## src/spt_pkg.sv

```systemverilog
/*
  Constants, register layout and types for the pattern trigger controller.
  Assumes one generator clock and a simple byte-wide register port.
*/
// Functional notes
// - software mode: trigger bit acts as level
// - software burst: bit set starts, self-clears after N
// - software continuous: runs while bit set
// - pin level burst: rise starts, pin released after
// - pin level continuous: rise starts, low stops
// - edge mode: trigger bit selects active pin edge
// - edge burst: pin release cannot cut burst
// - edges during a running sequence are dropped
// - edge continuous: edge starts, runs until mode changes
// - mode field selects burst, continuous, prbs, stop; prbs holds output low like stop
// - stop mode holds output low
// - burst count field decodes pulse count
// - after burst, output low until next request
// - continuous output toggles, period twice width divider
// - sixteen-bit width divider over two registers
// - source select bit picks software or pin
// - pulses start only on divider boundaries
package spt_pkg;
  localparam int          ADDR_W         = 13;
  localparam logic [12:0] OFS_WIDTH_LO   = 13'h0400;
  localparam logic [12:0] OFS_WIDTH_HI   = 13'h0401;
  localparam logic [12:0] OFS_REQ_CTRL   = 13'h0402;
  localparam logic [12:0] OFS_MODE_CFG   = 13'h0403;
  localparam logic [7:0]  RST_WIDTH_LO   = 8'h01;
  localparam logic [7:0]  RST_WIDTH_HI   = 8'h00;
  localparam logic [7:0]  RST_REQ_CTRL   = 8'h00;
  localparam logic [7:0]  RST_MODE_CFG   = 8'h30;
  localparam int          BIT_SRC_PIN    = 7;
  localparam int          BIT_EDGE_MODE  = 6;
  localparam int          BIT_TRIGGER    = 5;
  localparam int          GEN_MODE_HI    = 5;
  localparam int          GEN_MODE_LO    = 4;
  localparam int          NSHOT_HI       = 3;
  localparam int          NSHOT_LO       = 1;
  localparam logic [1:0]  GEN_BURST      = 2'h0;
  localparam logic [1:0]  GEN_CONT       = 2'h1;
  localparam logic [1:0]  GEN_PRBS       = 2'h2;
  localparam logic [1:0]  GEN_STOP       = 2'h3;
  localparam logic [15:0] WIDTH_ONE      = 16'h0001;
  localparam logic [3:0]  COUNT_ONE      = 4'h1;

  typedef enum logic [0:0] {
    SPT_IDLE = 1'b0,
    SPT_RUN  = 1'b1
  } spt_state_t;

  typedef struct packed {
    logic [7:0] width_lo;
    logic [7:0] width_hi;
    logic [7:0] req_ctrl;
    logic [7:0] mode_cfg;
  } spt_regs_t;

  // burst count decode; unused codes give a single pulse
  function automatic logic [3:0] spt_nshot(input logic [2:0] code);
    case (code)
      3'h2:    spt_nshot = 4'h2;
      3'h3:    spt_nshot = 4'h4;
      3'h4:    spt_nshot = 4'h6;
      3'h5:    spt_nshot = 4'h8;
      default: spt_nshot = 4'h1;
    endcase
  endfunction
endpackage

```

## src/spt_pattern_trigger.sv

```systemverilog
/*
  Pattern generator request and output control.
  Assumes clk is the generator input clock and that the serial port outside
  presents byte writes and reads on reg_* with addresses already decoded.
*/
`timescale 1ns/1ns
module spt_pattern_trigger (
  input  wire logic                        clk,
  input  wire logic                        arst_n,
  input  wire logic                        reg_wr,
  input  wire logic [spt_pkg::ADDR_W-1:0]  reg_addr,
  input  wire logic [7:0]                  reg_wdata,
  output logic      [7:0]                  reg_rdata,
  input  wire logic                        pattern_request_pin,
  output logic                             sysref_out,
  output logic                             busy
);
  spt_pkg::spt_regs_t  regs,     next_regs;
  spt_pkg::spt_state_t state,    next_state;
  logic [15:0]         div_cnt,  next_div_cnt;
  logic [3:0]          pulses,   next_pulses;
  logic                pend,     next_pend;
  logic                out_q,    next_out_q;
  logic [7:0]          rdata,    next_rdata;
  logic                pin_s1;
  logic                pin_s2;
  logic                pin_d;

  logic [15:0] width;
  logic [1:0]  gen_mode;
  logic [3:0]  n_pulses;
  logic        src_pin;
  logic        edge_mode;
  logic        trig_bit;
  logic        tick;
  logic        active_edge;
  logic        start_evt;
  logic        hold_level;
  // synchronised pin edges, the sequencer's self-clear strobe to the register file and its next busy value
  logic        pin_rise;
  logic        pin_fall;
  logic        self_clear;
  logic        next_busy;

  assign width     = {regs.width_hi, regs.width_lo};
  assign gen_mode  = regs.mode_cfg[spt_pkg::GEN_MODE_HI:spt_pkg::GEN_MODE_LO];
  assign n_pulses  = spt_pkg::spt_nshot(
                       regs.mode_cfg[spt_pkg::NSHOT_HI:spt_pkg::NSHOT_LO]);
  assign src_pin   = regs.req_ctrl[spt_pkg::BIT_SRC_PIN];
  assign edge_mode = regs.req_ctrl[spt_pkg::BIT_EDGE_MODE];
  assign trig_bit  = regs.req_ctrl[spt_pkg::BIT_TRIGGER];

  // zero width behaves as one so the divider never stalls
  assign tick = (width == 16'h0000) || (div_cnt >= width - spt_pkg::WIDTH_ONE);

  // pin_d is one cycle older than pin_s2, so these see the synchronised pin move
  assign pin_rise    = ~pin_d & pin_s2;
  assign pin_fall    = pin_d & ~pin_s2;

  // trigger bit clear picks the rising edge, set picks the falling edge
  assign active_edge = trig_bit ? pin_fall : pin_rise;

  // software mode is always level sensitive, edge bit ignored there
  always_comb begin
    if (!src_pin) begin
      start_evt  = trig_bit;
      hold_level = trig_bit;
    end else if (!edge_mode) begin
      start_evt  = pin_rise;
      hold_level = pin_s2;
    end else begin
      start_evt  = active_edge;
      hold_level = 1'b1;
    end
  end

  always_comb begin
    self_clear   = 1'b0;
    next_state   = state;
    next_pulses  = pulses;
    next_pend    = pend;
    next_out_q   = out_q;
    next_div_cnt = tick ? 16'h0000 : div_cnt + spt_pkg::WIDTH_ONE;
    // requests only count while idle, so early edges are lost
    if (state == spt_pkg::SPT_IDLE && start_evt &&
        (gen_mode == spt_pkg::GEN_BURST || gen_mode == spt_pkg::GEN_CONT)) begin
      next_pend = 1'b1;
    end
    // level requests withdrawn before the boundary are dropped
    if (state == spt_pkg::SPT_IDLE && !hold_level && !(src_pin && edge_mode)) begin
      next_pend = 1'b0;
    end
    if (gen_mode == spt_pkg::GEN_STOP || gen_mode == spt_pkg::GEN_PRBS) begin
      next_state = spt_pkg::SPT_IDLE;
      next_out_q = 1'b0;
      next_pend  = 1'b0;
    end else if (tick) begin
      case (state)
        spt_pkg::SPT_IDLE: begin
          next_out_q = 1'b0;
          if (pend) begin
            next_state  = spt_pkg::SPT_RUN;
            next_out_q  = 1'b1;
            next_pulses = 4'h0;
            next_pend   = 1'b0;
          end
        end
        spt_pkg::SPT_RUN: begin
          if (out_q) begin
            next_out_q  = 1'b0;
            next_pulses = pulses + spt_pkg::COUNT_ONE;
            if (gen_mode == spt_pkg::GEN_BURST &&
                pulses + spt_pkg::COUNT_ONE >= n_pulses) begin
              next_state = spt_pkg::SPT_IDLE;
              if (!src_pin) begin
                self_clear = 1'b1;
              end
            end
          end else if (gen_mode == spt_pkg::GEN_CONT && !hold_level) begin
            next_state = spt_pkg::SPT_IDLE;
          end else if (gen_mode == spt_pkg::GEN_CONT ||
                       pulses < n_pulses) begin
            next_out_q = 1'b1;
          end else begin
            next_state = spt_pkg::SPT_IDLE;
          end
        end
        default: begin
          next_state = spt_pkg::SPT_IDLE;
          next_out_q = 1'b0;
        end
      endcase
    end
  end

  // busy follows the state being entered, so it rises with the first pulse
  assign next_busy = (next_state == spt_pkg::SPT_RUN);

  // software write lands after the self-clear, so a new set wins
  always_comb begin
    next_regs = regs;
    if (self_clear) begin
      next_regs.req_ctrl[spt_pkg::BIT_TRIGGER] = 1'b0;
    end
    if (reg_wr) begin
      case (reg_addr)
        spt_pkg::OFS_WIDTH_LO: next_regs.width_lo = reg_wdata;
        spt_pkg::OFS_WIDTH_HI: next_regs.width_hi = reg_wdata;
        spt_pkg::OFS_REQ_CTRL: next_regs.req_ctrl = reg_wdata;
        spt_pkg::OFS_MODE_CFG: next_regs.mode_cfg = reg_wdata;
        default: ;
      endcase
    end
  end

  // unmapped addresses read as zero

  always_comb begin
    case (reg_addr)
      spt_pkg::OFS_WIDTH_LO: next_rdata = regs.width_lo;
      spt_pkg::OFS_WIDTH_HI: next_rdata = regs.width_hi;
      spt_pkg::OFS_REQ_CTRL: next_rdata = regs.req_ctrl;
      spt_pkg::OFS_MODE_CFG: next_rdata = regs.mode_cfg;
      default:               next_rdata = 8'h00;
    endcase
  end

  // pin_s1 is read only by pin_s2
  always_ff @(posedge clk or negedge arst_n) begin
    if (!arst_n) begin
      pin_s1 <= 1'b0;
      pin_s2 <= 1'b0;
      pin_d  <= 1'b0;
    end else begin
      pin_s1 <= pattern_request_pin;
      pin_s2 <= pin_s1;
      pin_d  <= pin_s2;
    end
  end

  always_ff @(posedge clk or negedge arst_n) begin
    if (!arst_n) begin
      regs.width_lo <= spt_pkg::RST_WIDTH_LO;
      regs.width_hi <= spt_pkg::RST_WIDTH_HI;
      regs.req_ctrl <= spt_pkg::RST_REQ_CTRL;
      regs.mode_cfg <= spt_pkg::RST_MODE_CFG;
    end else begin
      regs <= next_regs;
    end
  end

  // divider never stops, so a started sequence lands on the common output grid
  always_ff @(posedge clk or negedge arst_n) begin
    if (!arst_n) begin
      state   <= spt_pkg::SPT_IDLE;
      div_cnt <= 16'h0000;
      pulses  <= 4'h0;
      pend    <= 1'b0;
      out_q   <= 1'b0;
      busy    <= 1'b0;
    end else begin
      state   <= next_state;
      div_cnt <= next_div_cnt;
      pulses  <= next_pulses;
      pend    <= next_pend;
      out_q   <= next_out_q;
      busy    <= next_busy;
    end
  end

  // read data registered: one cycle of latency on every read
  always_ff @(posedge clk or negedge arst_n) begin
    if (!arst_n) begin
      rdata <= 8'h00;
    end else begin
      rdata <= next_rdata;
    end
  end

  assign sysref_out = out_q;
  assign reg_rdata  = rdata;
endmodule

```

## config.mk

```make
export PLATFORM = sky130hd
export DESIGN_NAME = spt_pattern_trigger
export DESIGN_NICKNAME = d
export VERILOG_FILES = /design/src/spt_pkg.sv /design/src/spt_pattern_trigger.sv
export SDC_FILE = /design/constraint.sdc
export NUM_CORES = 1
export LEC_CHECK = 0
export BUFFER_PORTS_ARGS = -buffer_cell sky130_fd_sc_hd__clkbuf_2
export CORE_MARGIN = 3
export CORE_UTILIZATION = 50
export CTS_CLUSTER_DIAMETER = 40
export DETAILED_ROUTE_END_ITERATION = 12
export PLACE_DENSITY = 0.67
export SYNTH_ARGS = -nofsm -noshare
export SYNTH_HDL_FRONTEND = slang
export SYNTH_SLANG_ARGS = --single-unit
```

## constraint.sdc

```tcl
create_clock -name clk -period 4.18 [get_ports clk]
set_input_delay 0.627 -clock clk [delete_from_list [all_inputs] [get_ports clk]]
set_output_delay 0.627 -clock clk [all_outputs]
set_load 0.01 [all_outputs]
```

==> results.tsv, run 1 <==
metric	value	unit
outcome	finished clean	
buffers plus inverters on the worst setup path	0	
placeable core region	7290	um^2
final std cells w/o fill	491	
number of core rows	31	
HP Class	flop to flop	
initial antenna violation count	0	
worst max-slew margin expressed relative to the limit	34.6	%
pin count of the biggest net entering global routing	44	
effective utilization at floorplan	51.7	%
clk slew on worst S/H paths	0.08	ns
growth of design area from synthesis to finish	12.0	%
worst setup path category	flop to flop	
kind of cell with the highest combined delay on the critical path	simple AND/OR/NAND/NOR gates	
violation count after the first detailed-routing iteration	117	
worst voltage drop across the vdd grid	237	uV
xor and xnor fraction of the mapped netlist area	6.97	%
critical path launch point	regs[28]	
top-level port count	35	
reg-to-reg slack, setup	0.83	ns
gr ovfl total	0	
last weighted congestion value of the routability-driven placer	0.967	
final net count	440	
detailed-route via count	2791	
hold path startpoint	pin_s1	
Worst path slowest cell	sky130_fd_sc_hd__nor4_1	
First-pass DRT Iterations	4	
Total Die Area	8610	um^2
area fraction in compound gates after synthesis	10.9	%
dominant combinational cell family by area after synthesis	simple AND/OR/NAND/NOR gates	
critical-path maximum fanout	12	
HPWL reported at the end of detailed placement	6080	um
FILL cells	650	
Synth Area in Simple Gates	17.2	%
share of total power in combinational logic	5.9	%
DIE WIDTH	92.8	um
Sink Count	66	
Synth Area in Adders	9.30	%
Num CTS Buffers	9	
critical path cell sequence	nor4_1 > nand2_1 > nor4_1 > xnor2_1 > ha_1 > nand2_1 > o21ai_0 > and3b_1 > a31oi_4 > nor4b_1 > o21ai_0	
total wire length after detailed routing	8020	um
portion of total power attributed to sequential cells	53.5	%
unrepaired setup endpoints after global routing	false	
Final setup viols	0	
fmax	298	MHz
switching power	328	uW
shortest period the worst path allows	3.35	ns
Switching Share	26.8	%
final worst-path cycle share	80.2	%
count of warnings emitted by yosys	0	
top library cells by usage in the layout, fill and taps aside	63 x sky130_fd_sc_hd__dfrtp_1, 33 x sky130_fd_sc_hd__clkbuf_2, 32 x sky130_fd_sc_hd__nor2_1	
required arrival time at the worst endpoint	4.40	ns
stage delay of the slowest cell on the critical path	0.56	ns
summed negative setup slack over all endpoints	0	ns
via count of the first global-routing pass	2721	
Avg Vias per Cell	5.68	
Syn Area/Cell	10.8	um^2
input/output buffers	34	
count of flip-flops with a built-in enable after synthesis	0	
most common library cell in the layout ignoring fill and taps	sky130_fd_sc_hd__dfrtp_1	
number of DRC violations after detailed routing	0	
sequential area share after synthesis	43.9	%
routed length per instance	16.3	um
number of levels in the clock H-tree	3	
terminus of the critical flop-to-flop path	regs[13]	
count of endpoints failing hold in the final timing report	0	
part of the power in the clock network	40.6	%
Fin Hold WS	0.359	ns
Data arrival, critical path	3.57	ns
setup repair bufs after CTS	0	
post_cts resized	0	
Cell Area, Synth	3770	um^2
clock tree from TritonCTS	built	
maxcap violations	0	
transition time at the pin with the least slew margin	0.981	ns
internal power summed over all cells	895	uW
global-route wire length before repair	13700	um
Max Slew Vio Count	0	
CTS root buffer	sky130_fd_sc_hd__clkbuf_8	
instance count of the mapped netlist	350	
hold_buf cts	0	
layout cells sized above 1	21.9	%
Post-synth ARST share	100	%
worst hold path depth	0	
fraction of synthesized area in multiplexers	9.23	%
power density relative to cell area	290	nW/um^2
Clock Latency Late Sink	0.35	ns
Detail Route Antenna Nets	0	
total inserted antenna cells	0	
clk buf depth	2	
leakage power	0.00209	uW
Reg2Reg Launch Point	regs[28]	
kind of start point of the critical path	flop	
count of cells along the worst register-to-register path	11	
critical path capture point	regs[13]	
depth of the critical timing path with buffers and inverters included	11	
cell count after placement	475	
vertical die dimension	92.8	um
most used flip-flop cell after synthesis	sky130_fd_sc_hd__dfrtp_1	
Seq cells post-synth	66	
Setup Skew	0.0109	ns
global-route usage over all layers	20.5	%
post-synth net total	403	
number of different library cells in the post-synthesis netlist	52	
category of the worst setup path capture point	flop	
cell type report:
| type | count | area, um^2 | area share, % |
|---|---|---|---|
| multi-input cells | 261 | 2020 | 47.9 |
| clock inverters | 7 | 61.3 | 1.45 |
| flip-flops and latches | 66 | 1660 | 39.2 |
| clock buffers | 9 | 124 | 2.94 |
| repair buffers | 36 | 185 | 4.39 |
| inverters | 13 | 48.8 | 1.16 |
| well taps | 99 | 124 | 2.94 |
worst reg2reg max path, cell delays in order, from the launching register on:
cell and delay, ns:
sky130_fd_sc_hd__dfrtp_1 0.46, sky130_fd_sc_hd__nor4_1 0.56, sky130_fd_sc_hd__nand2_1 0.21, sky130_fd_sc_hd__nor4_1 0.33
sky130_fd_sc_hd__xnor2_1 0.11, sky130_fd_sc_hd__ha_1 0.31, sky130_fd_sc_hd__nand2_1 0.05, sky130_fd_sc_hd__o21ai_0 0.18
sky130_fd_sc_hd__and3b_1 0.23, sky130_fd_sc_hd__a31oi_4 0.34, sky130_fd_sc_hd__nor4b_1 0.30, sky130_fd_sc_hd__o21ai_0 0.13
registers in the layout, summed over array words and instances (netlist names), 2 cells and up:
name,cells
pulses,4
reg_rdata,8
div_cnt,16
regs,29
gen_mode,2
Yosys cell counts, types with 7 or more instances:
cell type | count | area, um^2
sky130_fd_sc_hd__dfrtp_1 | 63 | 1580
sky130_fd_sc_hd__nor2_1 | 32 | 120
sky130_fd_sc_hd__ha_1 | 28 | 350
sky130_fd_sc_hd__mux2_2 | 22 | 248
sky130_fd_sc_hd__nand2_1 | 21 | 78.8
sky130_fd_sc_hd__xnor2_1 | 16 | 140
sky130_fd_sc_hd__xor2_1 | 14 | 123
sky130_fd_sc_hd__a21oi_1 | 13 | 65.1
sky130_fd_sc_hd__inv_1 | 13 | 48.8
sky130_fd_sc_hd__nand3_1 | 10 | 50.1
sky130_fd_sc_hd__nand4_1 | 9 | 56.3
sky130_fd_sc_hd__a221o_1 | 8 | 80.1
sky130_fd_sc_hd__a22o_1 | 8 | 70.1
sky130_fd_sc_hd__mux2_1 | 8 | 90.1
sky130_fd_sc_hd__o21ai_0 | 8 | 40.0
sky130_fd_sc_hd__and3_1 | 7 | 43.8
sky130_fd_sc_hd__clkbuf_1 | 7 | 26.3
sky130_fd_sc_hd__nor4_1 | 7 | 43.8
routing by layer:
metal  track usage, %  vias up  part of all wire [%]
met4             7.45        0                   1.4
met2             31.3       45                    47
met3             4.22       10                   4.0
li1                 -     1345                     -
met1             28.9     1391                    47
met5                0        -                     0
how the worst min path moves through the flow:
stage,endpoint,slack (ns)
5_1_grt,pin_s1,0.36
3_3_place_gp,pin_s2,0.34
4_1_cts,pin_s1,0.36
3_5_place_dp,pin_s2,0.34
6_report,pin_s2,0.36
2_1_floorplan,div_cnt[0],0.33
power by group through the flow:
stage	clock [uW]	sequential [uW]	combinational [uW]
floorplan	0	663	35.1
global placement	0	667	71.9
detailed placement	0	667	73.9
CTS	513	654	74.0
global route	541	656	81.7
finish	496	654	72.7
cells by family (layout without fill, tap and decap cells):
group,Yosys count,count (layout)
AO/OA/AOI/OAI,54,54
XOR/XNOR,30,30
adder cells (fa/ha/maj),28,28
buffers and inverters,23,65
flip-flops,66,66
multiplexers,31,31
AND/OR/NAND/NOR,118,118
stage by stage:
step	setup WS [ns]	cell area, um^2	utilization [%]	power [uW]
floorplan	1.25	3770	-	698
global placement	0.990	4030	55.3	738
detailed placement	0.891	4030	55.3	741
CTS	0.870	4220	57.8	1240
global route	0.364	4220	57.8	1280
finish	0.830	4220	57.8	1220
(Power assumes the default switching activity.)
==> run 2, diff against run 1 <==
==> constraint.sdc (replaced) <==
create_clock -name clk -period 3.5 [get_ports clk]
set_input_delay 0.525 -clock clk [delete_from_list [all_inputs] [get_ports clk]]
set_output_delay 0.525 -clock clk [all_outputs]
set_load 0.01 [all_outputs]
==> run 2 against run 1 <==
Against the previous run:
- largest cell class unchanged
- die area unchanged
- sequential share of layout area shrank 0.12 points
- sequential power is 20% higher
- total power grew 18%
- clock skew fell by 0.0034 ns
- first-iteration DRC count decreased by 0.85%
- highest routed layer unchanged
- cell area rose by 0.30%
- cell count up 0.20%
- hold slack got worse by 0.082 ns
- worst setup slack got worse by 0.47 ns
==> results.tsv, run 2 (same netlist as run 1, synthesis figures left out) <==
metric	value	unit
outcome	finished clean	
hold_buf cts	0	
Num CTS Buffers	9	
stage delay of the slowest cell on the critical path	0.47	ns
clk slew on worst S/H paths	0.08	ns
input/output buffers	34	
Final Core Density	58.0	%
summed negative setup slack over all endpoints	0	ns
clock tree from TritonCTS	built	
post_cts resized	0	
HPWL reported at the end of detailed placement	5930	um
FILL cells	674	
cell area reported after detailed placement	4040	um^2
via count of the first global-routing pass	2694	
DIE WIDTH	92.8	um
global-route usage over all layers	20.1	%
Max Slew Vio Count	0	
hold path startpoint	pattern_request_pin	
critical path launch point	regs[28]	
growth of design area from synthesis to finish	12.3	%
HP Class	input pin to flop	
critical-path maximum fanout	12	
gr ovfl total	0	
Setup Skew	0.00752	ns
last weighted congestion value of the routability-driven placer	0.905	
worst max-slew margin expressed relative to the limit	44.1	%
clk buf depth	2	
fmax	318	MHz
kind of start point of the critical path	flop	
worst setup timing slack at the placement stage	0.207	ns
number of DRC violations after detailed routing	0	
routed length per instance	16.4	um
vertical die dimension	92.8	um
reg-to-reg slack, setup	0.36	ns
worst voltage drop across the vdd grid	238	uV
Detail Route Antenna Nets	0	
pin count of the biggest net entering global routing	67	
Worst path slowest cell	sky130_fd_sc_hd__dfrtp_1	
sum of internal, switching and leakage power	1450	uW
critical path cell sequence	nor4_2 > nand2_1 > nor4_1 > xnor2_1 > ha_1 > a21oi_1 > o21ai_0 > a21oi_1 > a31oi_4 > and2b_1 > a32o_1	
Final setup viols	0	
setup repair bufs after CTS	0	
unrepaired setup endpoints after global routing	false	
initial antenna violation count	0	
Avg Vias per Cell	5.60	
total inserted antenna cells	0	
worst setup path category	flop to flop	
Data arrival, critical path	3.39	ns
global-route wire length before repair	13400	um
worst setup margin	0.356	ns
effective utilization at floorplan	51.7	%
shortest period the worst path allows	3.14	ns
max reg flops	29	
transition time at the pin with the least slew margin	0.839	ns
category of the worst setup path capture point	flop	
violation count after the first detailed-routing iteration	116	
detailed-route via count	2757	
final worst-path cycle share	89.8	%
final design area excluding fillers	4230	um^2
count of endpoints failing hold in the final timing report	0	
First-pass DRT Iterations	4	
maxcap violations	0	
register with the most flip-flops	regs	
layout cells sized above 1	22.6	%
top library cells by usage in the layout, fill and taps aside	63 x sky130_fd_sc_hd__dfrtp_1, 33 x sky130_fd_sc_hd__clkbuf_2, 32 x sky130_fd_sc_hd__nor2_1	
Sink Count	66	
Reg2Reg Launch Point	regs[28]	
placeable core region	7290	um^2
total wire length after detailed routing	8090	um
power density relative to cell area	342	nW/um^2
Clock Latency Late Sink	0.35	ns
CTS root buffer	sky130_fd_sc_hd__clkbuf_8	
number of core rows	31	
leakage power	0.00209	uW
Total Die Area	8610	um^2
most common library cell in the layout ignoring fill and taps	sky130_fd_sc_hd__dfrtp_1	
cell with the most instances on the worst path	sky130_fd_sc_hd__a21oi_1	
final net count	441	
top-level port count	35	
number of levels in the clock H-tree	3	
required arrival time at the worst endpoint	3.74	ns
## run 2: cell count changes in the layout (fill, tap and decap cells not counted), sizes merged
cell / change
clkinvlp: +1
inv: -1
buf: +1
## run 2: final timing paths
kind	cells past startpoint	to
worst min register to register	0	pin_s2
min in group asynchronous	2	div_cnt[7]
worst max-delay path	11	pulses[1]
worst min-delay path	1	pin_s1
max in group asynchronous	2	div_cnt[2]
worst max register to register	11	pulses[1]
## run 2: routing by layer
layer  vias up  GRT usage [%]  share of wire (%)
li1       1349              -                  -
met1      1362           27.7                 48
met2        34           30.6                 47
met3        12           4.06                2.8
met4         0           9.04                1.9
met5         -              0                  0
## run 2: area by class of cell
| class | count | area (um^2) | area share (%) |
|---|---|---|---|
| Clock buffer | 9 | 124 | 2.93 |
| Sequential cell | 66 | 1660 | 39.1 |
| Inverter | 13 | 48.8 | 1.15 |
| Timing Repair Buffer | 37 | 193 | 4.55 |
| Clock inverter | 7 | 53.8 | 1.27 |
| Multi-Input combinational cell | 261 | 2030 | 48.0 |
| Tap cell | 99 | 124 | 2.93 |
## run 2: critical path: cells and delay by family, from the launching register on
family	cells	cell delay, ns
AND/OR/NAND/NOR	4	1.12
XOR/XNOR	1	0.18
AO/OA/AOI/OAI	5	0.99
flip-flops	1	0.47
adder cells (fa/ha/maj)	1	0.29
## run 2: through the flow
step | instances | hold slack (ns)
after global routing | 492 | 0.264
after floorplan | 350 | 0.229
after CTS | 492 | 0.259
after detailed placement | 476 | 0.340
after global placement | 476 | 0.341
final | 492 | 0.278
## run 2: report_power, final
part | internal (uW) | total, uW | switching, uW
sequential | 769 | 782 | 12.5
combinational | 31.9 | 86.4 | 54.5
clock | 261 | 581 | 319
